### src/core/sss_regs.svh
`ifndef SSS_REGS_SVH
`define SSS_REGS_SVH
`define SSS_CLK_HZ 50000000
`define SSS_TICK_HZ 1000
`define SSS_TICK_DIV (`SSS_CLK_HZ / `SSS_TICK_HZ)
`define SSS_WD_250_MS 250
`define SSS_WD_750_MS 750
`define SSS_WD_1750_MS 1750
`define SSS_RST_TMO_MS 250
`define SSS_SEL_MEM 4'ha
`define SSS_SEL_MEM_V 4'b1010
`define SSS_SEL_CTL_V 4'b1101
`define SSS_DEV_SEL 3'b111
`define SSS_WD_OFF 2'b11
`define SSS_WD_P250 2'b10
`define SSS_WD_P750 2'b01
`define SSS_WD_P1750 2'b00
`define SSS_ADDR_RST 16'h0000
`endif

### src/core/sss_pkg.sv
package sss_pkg;
  typedef enum logic [2:0] {
    SSS_IDLE, SSS_SLAVE, SSS_ADRH, SSS_ADRL, SSS_WDATA, SSS_RDATA, SSS_RACK, SSS_IGNORE
  } sss_state_t;
  typedef enum logic [1:0] {SSS_TGT_MEM, SSS_TGT_CTL, SSS_TGT_NONE} sss_target_t;
endpackage : sss_pkg

### src/core/sss_top.sv
`timescale 1ns/100ps
`include "sss_regs.svh"
module sss_top #(
  parameter int TICK_DIV = `SSS_TICK_DIV,
  parameter int FIFO_DEPTH = 16
) (
  input wire logic ref_clk, // system clock
  input wire logic nrst, // async reset, active low
  input wire logic ce, // clock enable
  input wire logic scl_in, // bus clock pin
  input wire logic sda_in, // bus data pin
  output logic sda_out, // data drive value, always 0
  output logic sda_oe_n, // low while pulling data low
  input wire logic wdog_period_sel_hi, // watchdog select bit 1
  input wire logic wdog_period_sel_lo, // watchdog select bit 0
  input wire logic low_supply_supervisor, // comparator: supply below threshold
  input wire logic backup_switch_policy, // high while on battery backup
  input wire logic nv_busy, // write cycle running
  output logic reset_n, // supervisory reset out, active low
  output logic wr_valid, // write byte available
  input wire logic wr_ready, // write byte taken
  output logic [7:0] wr_data, // write byte
  output logic [15:0] wr_addr, // write byte address
  output logic wr_ctl, // write target is control space
  output logic wr_commit, // stop closed a write, one cycle
  output logic rd_req, // read data needed, one cycle
  output logic [15:0] rd_addr, // read address
  output logic rd_ctl, // read target is control space
  input wire logic [7:0] rd_data, // read byte, valid next cycle
  output logic busy // a transfer is in progress
);
  import sss_pkg::*;
  localparam int TW = 16;
  localparam logic [TW-1:0] T250 = TW'(`SSS_WD_250_MS * `SSS_TICK_HZ / 1000);
  localparam logic [TW-1:0] T750 = TW'(`SSS_WD_750_MS * `SSS_TICK_HZ / 1000);
  localparam logic [TW-1:0] T1750 = TW'(`SSS_WD_1750_MS * `SSS_TICK_HZ / 1000);
  localparam logic [TW-1:0] TRST = TW'(`SSS_RST_TMO_MS * `SSS_TICK_HZ / 1000);

  logic [3:0] sync_q;
  logic scl_s, sda_s, lvr_s, bat_s;
  logic scl_p_q, sda_p_q;
  sss_sync #(.WIDTH(4)) u_sync (
    .ref_clk(ref_clk),
    .nrst(nrst),
    .ce(ce),
    .d({scl_in, sda_in, ~low_supply_supervisor, ~backup_switch_policy}),
    .q(sync_q)
  );
  assign scl_s = sync_q[3];
  assign sda_s = sync_q[2];
  assign lvr_s = ~sync_q[1];
  assign bat_s = ~sync_q[0];

  always_ff @(posedge ref_clk or negedge nrst) begin
    if (!nrst) begin
      scl_p_q <= 1'b1;
      sda_p_q <= 1'b1;
    end else if (ce) begin
      scl_p_q <= scl_s;
      sda_p_q <= sda_s;
    end
  end
  logic start_ev, stop_ev, scl_rise, scl_fall;
  assign start_ev = scl_s && scl_p_q && sda_p_q && !sda_s;
  assign stop_ev = scl_s && scl_p_q && !sda_p_q && sda_s;
  assign scl_rise = scl_s && !scl_p_q;
  assign scl_fall = !scl_s && scl_p_q;

  // divided timebase for supervisory timers
  logic [31:0] div_q;
  logic tick_q;
  always_ff @(posedge ref_clk or negedge nrst) begin
    if (!nrst) begin
      div_q <= '0;
      tick_q <= 1'b0;
    end else if (ce) begin
      tick_q <= (div_q == 32'(TICK_DIV - 1));
      div_q <= (div_q == 32'(TICK_DIV - 1)) ? '0 : div_q + 32'h0000_0001;
    end
  end

  // reset timeout: held by power-up, low supply or watchdog bite
  logic [TW-1:0] rst_cnt_q, wd_cnt_q, wd_full;
  logic rst_act_q, wd_bite;
  logic [1:0] wd_sel;
  assign wd_sel = {wdog_period_sel_hi, wdog_period_sel_lo};
  always_comb begin
    case (wd_sel)
      `SSS_WD_P250: wd_full = T250;
      `SSS_WD_P750: wd_full = T750;
      default: wd_full = T1750;
    endcase
  end
  assign wd_bite = !rst_act_q && wd_sel != `SSS_WD_OFF && tick_q && wd_cnt_q == 16'h0001;

  always_ff @(posedge ref_clk or negedge nrst) begin
    if (!nrst) begin
      rst_act_q <= 1'b1;
      rst_cnt_q <= TRST;
    end else if (ce) begin
      if (lvr_s) begin
        rst_act_q <= 1'b1;
        rst_cnt_q <= TRST;
      end else if (wd_bite) begin
        rst_act_q <= 1'b1;
        rst_cnt_q <= TRST;
      end else if (rst_act_q && tick_q) begin
        if (rst_cnt_q <= 16'h0001) rst_act_q <= 1'b0;
        else rst_cnt_q <= rst_cnt_q - 16'h0001;
      end
    end
  end
  always_ff @(posedge ref_clk or negedge nrst) begin
    if (!nrst) reset_n <= 1'b0;
    else if (ce) reset_n <= !rst_act_q;
  end

  always_ff @(posedge ref_clk or negedge nrst) begin
    if (!nrst) begin
      wd_cnt_q <= T1750;
    end else if (ce) begin
      if (wd_sel == `SSS_WD_OFF || rst_act_q) begin
        wd_cnt_q <= wd_full; // starts ignored while reset runs
      end else if (start_ev) begin
        wd_cnt_q <= wd_full;
      end else if (tick_q && wd_cnt_q > 16'h0001) begin
        wd_cnt_q <= wd_cnt_q - 16'h0001;
      end else if (wd_bite) begin
        wd_cnt_q <= wd_full;
      end
    end
  end

  // serial engine; low supply aborts it, a running write is not touched
  logic lvr_abort;
  assign lvr_abort = lvr_s; // nv_busy left to finish
  sss_state_t st_q;
  sss_target_t tgt_q;
  logic [3:0] bit_q;
  logic [7:0] sh_q;
  logic [15:0] addr_q;
  logic ack_slot_q, rd_mode_q, wrote_q, any_wr_q, ack_drv_q, tx_drv_q;
  logic fifo_in_valid, fifo_in_ready;
  logic [7:0] fifo_in_data;
  logic [7:0] tx_q;
  logic rd_pend_q;

  wire byte_done = scl_fall && bit_q == 4'd8 && !ack_slot_q;
  wire [7:0] rx_byte = sh_q;
  wire sel_mem = rx_byte[7:4] == `SSS_SEL_MEM_V;
  wire sel_ctl = rx_byte[7:4] == `SSS_SEL_CTL_V;
  wire sel_ok = (sel_mem || sel_ctl) && rx_byte[3:1] == `SSS_DEV_SEL;
  // busy write cycle refuses the slave byte so ack polling works
  wire can_ack = sel_ok && !nv_busy && !lvr_abort && (rx_byte[0] || fifo_in_ready);

  always_ff @(posedge ref_clk or negedge nrst) begin
    if (!nrst) begin
      st_q <= SSS_IDLE;
      tgt_q <= SSS_TGT_NONE;
      bit_q <= '0;
      sh_q <= '0;
      ack_slot_q <= 1'b0;
      ack_drv_q <= 1'b0;
      rd_mode_q <= 1'b0;
      wrote_q <= 1'b0;
      any_wr_q <= 1'b0;
      addr_q <= `SSS_ADDR_RST;
      rd_pend_q <= 1'b0;
    end else if (ce) begin
      rd_pend_q <= 1'b0;
      if (lvr_abort || stop_ev) begin
        st_q <= SSS_IDLE;
        ack_drv_q <= 1'b0;
        ack_slot_q <= 1'b0;
        bit_q <= '0;
      end else if (start_ev) begin
        st_q <= SSS_SLAVE;
        bit_q <= '0;
        ack_slot_q <= 1'b0;
        ack_drv_q <= 1'b0;
        wrote_q <= 1'b0;
      end else if (st_q != SSS_IDLE && st_q != SSS_IGNORE) begin
        if (scl_rise && !ack_slot_q && bit_q < 4'd8) begin
          sh_q <= {sh_q[6:0], sda_s};
          bit_q <= bit_q + 4'd1;
        end else if (byte_done) begin
          ack_slot_q <= 1'b1;
          bit_q <= '0;
          case (st_q)
            SSS_SLAVE: begin
              ack_drv_q <= can_ack;
              if (!can_ack) st_q <= SSS_IGNORE;
              tgt_q <= sel_ctl ? SSS_TGT_CTL : SSS_TGT_MEM;
              rd_mode_q <= rx_byte[0];
              // fetch during the ack slot so bit 7 is out before the next rise
              rd_pend_q <= can_ack && rx_byte[0];
            end
            SSS_ADRH: begin
              ack_drv_q <= 1'b1;
              addr_q[15:8] <= rx_byte;
            end
            SSS_ADRL: begin
              ack_drv_q <= 1'b1;
              addr_q[7:0] <= rx_byte;
            end
            SSS_WDATA: begin
              ack_drv_q <= fifo_in_ready;
              if (fifo_in_ready) begin
                wrote_q <= 1'b1;
                addr_q <= addr_q + 16'h0001;
              end
            end
            SSS_RDATA: begin
              ack_drv_q <= 1'b0; // master answers
              addr_q <= addr_q + 16'h0001;
              rd_pend_q <= 1'b1;
            end
            default: ack_drv_q <= 1'b0;
          endcase
        end else if (scl_rise && ack_slot_q && st_q == SSS_RDATA) begin
          if (sda_s) st_q <= SSS_IGNORE;
        end else if (scl_fall && ack_slot_q) begin
          ack_slot_q <= 1'b0;
          ack_drv_q <= 1'b0;
          case (st_q)
            SSS_SLAVE: begin
              st_q <= rd_mode_q ? SSS_RDATA : SSS_ADRH;
            end
            SSS_ADRH: st_q <= SSS_ADRL;
            SSS_ADRL: st_q <= SSS_WDATA;
            default: st_q <= st_q;
          endcase
        end
      end
      if (stop_ev) any_wr_q <= wrote_q;
      else any_wr_q <= 1'b0;
    end
  end

  // read byte: request, then load shift register one cycle later
  logic rd_load_q;
  always_ff @(posedge ref_clk or negedge nrst) begin
    if (!nrst) begin
      rd_load_q <= 1'b0;
      tx_q <= '0;
      tx_drv_q <= 1'b0;
      rd_req <= 1'b0;
      rd_addr <= '0;
      rd_ctl <= 1'b0;
    end else if (ce) begin
      rd_req <= rd_pend_q;
      rd_addr <= addr_q;
      rd_ctl <= tgt_q == SSS_TGT_CTL;
      rd_load_q <= rd_req;
      if (rd_load_q) tx_q <= rd_data;
      else if (st_q == SSS_RDATA && scl_fall && !ack_slot_q && bit_q != 4'd8)
        tx_q <= {tx_q[6:0], 1'b1};
      // release when the ack slot opens; a stop or low supply releases at once, whatever the clock
      tx_drv_q <= st_q == SSS_RDATA && !ack_slot_q && !tx_q[7]
                  && !(lvr_abort || stop_ev);
    end
  end

  always_ff @(posedge ref_clk or negedge nrst) begin
    if (!nrst) begin
      sda_oe_n <= 1'b1;
      sda_out <= 1'b0;
      busy <= 1'b0;
      wr_commit <= 1'b0;
    end else if (ce) begin
      sda_oe_n <= !(ack_drv_q || tx_drv_q);
      sda_out <= 1'b0;
      busy <= st_q != SSS_IDLE;
      wr_commit <= any_wr_q && !lvr_abort;
    end
  end

  assign fifo_in_valid = ce && byte_done && st_q == SSS_WDATA && !lvr_abort && !stop_ev;
  assign fifo_in_data = rx_byte;
  logic [24:0] fifo_out;
  logic fifo_out_valid;
  // bytes carry their address so the drain may lag the bus
  sss_fifo #(.WIDTH(25), .DEPTH(FIFO_DEPTH)) u_fifo (
    .ref_clk(ref_clk),
    .nrst(nrst),
    .ce(ce),
    .in_valid(fifo_in_valid),
    .in_ready(fifo_in_ready),
    .in_data({tgt_q == SSS_TGT_CTL, addr_q, fifo_in_data}),
    .out_valid(fifo_out_valid),
    .out_ready(wr_ready && wr_valid),
    .out_data(fifo_out),
    .flush(1'b0)
  );
  always_ff @(posedge ref_clk or negedge nrst) begin
    if (!nrst) begin
      wr_valid <= 1'b0;
      wr_data <= '0;
      wr_addr <= '0;
      wr_ctl <= 1'b0;
    end else if (ce) begin
      wr_valid <= fifo_out_valid && !(wr_ready && wr_valid);
      wr_data <= fifo_out[7:0];
      wr_addr <= fifo_out[23:8];
      wr_ctl <= fifo_out[24];
    end
  end
endmodule : sss_top

### src/core/sss_fifo.sv
`timescale 1ns/100ps
module sss_fifo #(
  parameter int WIDTH = 8,
  parameter int DEPTH = 16
) (
  input wire logic ref_clk, // clock
  input wire logic nrst, // async reset
  input wire logic ce, // clock enable
  input wire logic in_valid, // write request
  output logic in_ready, // not full
  input wire logic [WIDTH-1:0] in_data, // write word
  output logic out_valid, // not empty
  input wire logic out_ready, // drain
  output logic [WIDTH-1:0] out_data, // head word
  input wire logic flush // drop contents
);
  localparam int AW = $clog2(DEPTH);
  logic [WIDTH-1:0] mem_q [DEPTH];
  logic [AW-1:0] wr_q, rd_q;
  logic [AW:0] cnt_q;
  logic do_wr, do_rd;
  assign in_ready = (cnt_q != (AW+1)'(DEPTH));
  assign out_valid = (cnt_q != '0);
  assign out_data = mem_q[rd_q];
  assign do_wr = in_valid && in_ready;
  assign do_rd = out_valid && out_ready;
  always_ff @(posedge ref_clk or negedge nrst) begin
    if (!nrst) begin
      wr_q <= '0;
      rd_q <= '0;
      cnt_q <= '0;
    end else if (ce) begin
      if (flush) begin
        wr_q <= '0;
        rd_q <= '0;
        cnt_q <= '0;
      end else begin
        if (do_wr) wr_q <= (wr_q == AW'(DEPTH-1)) ? '0 : wr_q + 1'b1;
        if (do_rd) rd_q <= (rd_q == AW'(DEPTH-1)) ? '0 : rd_q + 1'b1;
        cnt_q <= cnt_q + (AW+1)'(do_wr) - (AW+1)'(do_rd);
      end
    end
  end
  always_ff @(posedge ref_clk) begin
    if (ce && do_wr && !flush) mem_q[wr_q] <= in_data;
  end
endmodule : sss_fifo

### src/core/sss_sync.sv
`timescale 1ns/100ps
module sss_sync #(
  parameter int WIDTH = 2
) (
  input wire logic ref_clk, // clock
  input wire logic nrst, // async reset
  input wire logic ce, // clock enable
  input wire logic [WIDTH-1:0] d, // async inputs
  output logic [WIDTH-1:0] q // synchronised
);
  logic [WIDTH-1:0] s1_q;
  genvar i;
  generate
    for (i = 0; i < WIDTH; i++) begin : g_bit
      always_ff @(posedge ref_clk or negedge nrst) begin
        if (!nrst) begin
          s1_q[i] <= 1'b1;
          q[i] <= 1'b1;
        end else if (ce) begin
          s1_q[i] <= d[i];
          q[i] <= s1_q[i];
        end
      end
    end
  endgenerate
endmodule : sss_sync

### config.mk
export PLATFORM = sky130hd
export DESIGN_NAME = sss_top
export DESIGN_NICKNAME = d
export VERILOG_FILES = /design/src/core/sss_pkg.sv /design/src/core/sss_top.sv /design/src/core/sss_fifo.sv /design/src/core/sss_sync.sv
export VERILOG_INCLUDE_DIRS = /design/src /design/src/core
export SDC_FILE = /design/constraint.sdc
export NUM_CORES = 1
export LEC_CHECK = 0
export BUFFER_PORTS_ARGS = -buffer_cell sky130_fd_sc_hd__buf_2
export CELL_PAD_IN_SITES_DETAIL_PLACEMENT = 0
export CELL_PAD_IN_SITES_GLOBAL_PLACEMENT = 1
export CORE_ASPECT_RATIO = 1.1
export CORE_MARGIN = 1.5
export CORE_UTILIZATION = 25
export CTS_CLUSTER_DIAMETER = 150
export DETAILED_ROUTE_END_ITERATION = 10
export PLACE_DENSITY_LB_ADDON = 0.1
export SLEW_MARGIN = 10
export SYNTH_ARGS = -nofsm -noshare
export SYNTH_HDL_FRONTEND = slang
export SYNTH_HIERARCHICAL = 1
export SYNTH_SLANG_ARGS = --single-unit
### constraint.sdc
create_clock -name ref_clk -period 5.15 [get_ports ref_clk]
set_input_delay 1.03 -clock ref_clk [delete_from_list [all_inputs] [get_ports ref_clk]]
set_output_delay 1.03 -clock ref_clk [all_outputs]
set_load 0.02 [all_outputs]
==> run_results.csv <==
group,metric,value,unit
outcome,outcome,"finished, final reports clean",
routing,drt_iter0_markers,786,
sta,post-route-min-period,3.65,ns
setup_path,end_kind,"flip-flop",
cts,cts_tree,"done",
global_routing,antenna_found_initial,0,
global_routing,grt_max_degree,88,
cells_and_area,nets,1793,
cells_and_area,fillers,10000,
sta,setup_slack,1.50,ns
setup_path,critPathRequiredTime,5.37,ns
sta,fmax,274,MHz
pwr,p_seq_share,44.6,%
routing,vias,14300,
setup_path,reg2reg_depth,9,
die,coreArea,99000,um2
global_routing,grt_pass1_wl,102000,um
die,dieArea,102000,um2
logic_synthesis,syn_area,25000,um2
setup_path,cp_max_fo,25,
die,initial_core_util,25.3,%
cts,path_clk_slew,0.06,ns
setup_path,r2r-start,"bit_q[0]$_DFFE_PN0P_",
cells_and_area,area_growth,16.8,%
die,pin_count,68,
die,die-width,305,um
setup_path,ff2ff_setup_slack,1.50,ns
sta,max_slew.worst_pin.slew,1.19,ns
cts,root_buffer,"clkbuf_16",
sta,setup-violations-final,0,
routing,antenna_left,0,
pwr,p_int,9.01,mW
pwr,clkPwrFrac,39.6,%
pwr,combPwrFrac,15.8,%
cts,insertion_delay,0.61,ns
placed_design,portBuffers,65,
setup_path,crit_type,"flip-flop to flip-flop",
cts,cts_buffers,72,
sta,relSlewSlack,20.8,%
routing,drc,0,
routing,wire_per_inst,22.0,um
logic_synthesis,ys_warn_count,6,
sta,hold_violations,0,
pwr,p_per_area,427,nW/um2
sta,rsz0062_at_grt,"false",
cts,hold_buffers,0,
flow_run,maxCapViolCount,0,
setup_path,cp.arrival,3.87,ns
sta,setup_tns,0,ns
setup_path,reg2reg_to,"u_fifo/mem_q[8][8]$_DFFE_PP_",
cts,postCtsSetupBuffers,0,
global_routing,grtUsageTotal,13.5,%
routing,routed_via_density,4.62,
cts,h-tree-depth,3,
placed_design,place_congestion,0.722,
hold_path,hp-class,"input port to async pin",
cts,postCtsResizedCells,0,
sta,fin_crit_sh,70.8,%
logic_synthesis,syn_inst,1656,
logic_synthesis,syn_area_per_cell,15.1,um2
cts,clock_sinks,584,
pwr,vdd_drop_max,0.197,mV
placed_design,place_hpwl,40400,um
cells_and_area,layout-drive-gt1-share,23.7,%
setup_path,cp-start-kind,"flip-flop",
pwr,sw_frac_of_total,27.8,%
global_routing,grt_pass1_vias,15100,
placed_design,place_ws,1.43,ns
pwr,p_leak,10.1,nW
routing,first_pass_iters,5,
die,dieHeight,335,um
cts,cts_buffer_depth,3,
sta,clock_skew,0.0317,ns
pwr,netSwitchingPower,3.46,mW
global_routing,overflow,0,
die,rows,121,
routing,finalWirelength,68300,um
sta,slew_viol_final,0,
critical path, stage by stage, from the launching register on:
cell	delay (ns)
dfrtp_1	0.40
inv_1	0.09
ha_1	0.16
nand3b_1	0.17
nor3_1	0.43
and3_1	0.25
and2_1	0.18
and4_1	0.34
nand2_1	0.27
nor2_4	0.96
sequential cells by signal, indices dropped and copies added, names as in the netlist, 5 cells and up:
name and cells:
wd_cnt_q 16, u_fifo/mem_q 400, fifo_in_data 8, div_q 32, addr_q 16, u_fifo/cnt_q 5, wr_addr 16, tx_q 8
rd_addr 16, wr_data 8, rst_cnt_q 16
layout by cell type, fill, tap and decap left out, drive strengths merged, types with 30 or more instances in the layout:
master	count
a21oi	52
a221oi	50
buf	103
clkbuf	103
dfrtp	160
edfxtp	400
inv	46
mux2	66
mux2i	111
mux4	50
nand2	93
nand3	43
nor2	76
nor3	30
o21ai	86
worst max path at each step:
| stage | startpoint | slack [ns] | endpoint |
|---|---|---|---|
| after floorplan | ce | 0.69 | u_fifo/mem_q[3][0]$_DFFE_PP_ |
| after global placement | ce | 1.40 | u_fifo/mem_q[11][15]$_DFFE_PP_ |
| after detailed placement | ce | 1.43 | u_fifo/mem_q[8][16]$_DFFE_PP_ |
| after CTS | bit_q[0]$_DFFE_PN0P_ | 1.48 | u_fifo/mem_q[11][12]$_DFFE_PP_ |
| after global routing | bit_q[0]$_DFFE_PN0P_ | 1.21 | u_fifo/mem_q[11][12]$_DFFE_PP_ |
| final | bit_q[0]$_DFFE_PN0P_ | 1.50 | u_fifo/mem_q[8][8]$_DFFE_PP_ |
stage by stage:
stage	power [mW]	instance area, um2	hold slack [ns]	util [%]	cells
floorplan	7.00	25000	0.443	-	1657
global placement	7.69	26900	0.459	27.2	2968
detailed placement	7.70	26900	0.463	27.2	2968
CTS	12.8	29200	0.444	29.5	3099
global route	13.1	29200	0.468	29.5	3099
finish	12.5	29200	0.411	29.5	3101
cell type report:
type,instances,area [um2],area share (%)
Antenna cell,2,5.00,0.0171
Clock buffer,103,2000,6.85
Clock inverter,28,280,0.959
Inverter,45,169,0.578
Multi-Input combinational cell,945,7860,26.9
Sequential cell,584,16700,57.0
Tap cell,1291,1620,5.53
Timing Repair Buffer,103,648,2.22
power by group through the flow:
stage               registers [mW]  logic, mW  clock network, mW
floorplan                     5.59       1.41                  0
global placement              5.67       2.02                  0
detailed placement            5.67       2.02                  0
CTS                           5.58       2.03               5.14
global route                  5.62       2.18               5.32
finish                        5.56       1.97               4.94
routing by layer:
metal | global-route usage (%) | wire length [um] | vias up
li1 | - | - | 6629
met1 | 17.9 | 31300 | 7387
met2 | 22.3 | 32700 | 219
met3 | 2.32 | 2660 | 92
met4 | 4.33 | 1560 | 0
met5 | 0 | 0 | -
Power figures use the tool's default switching activity.
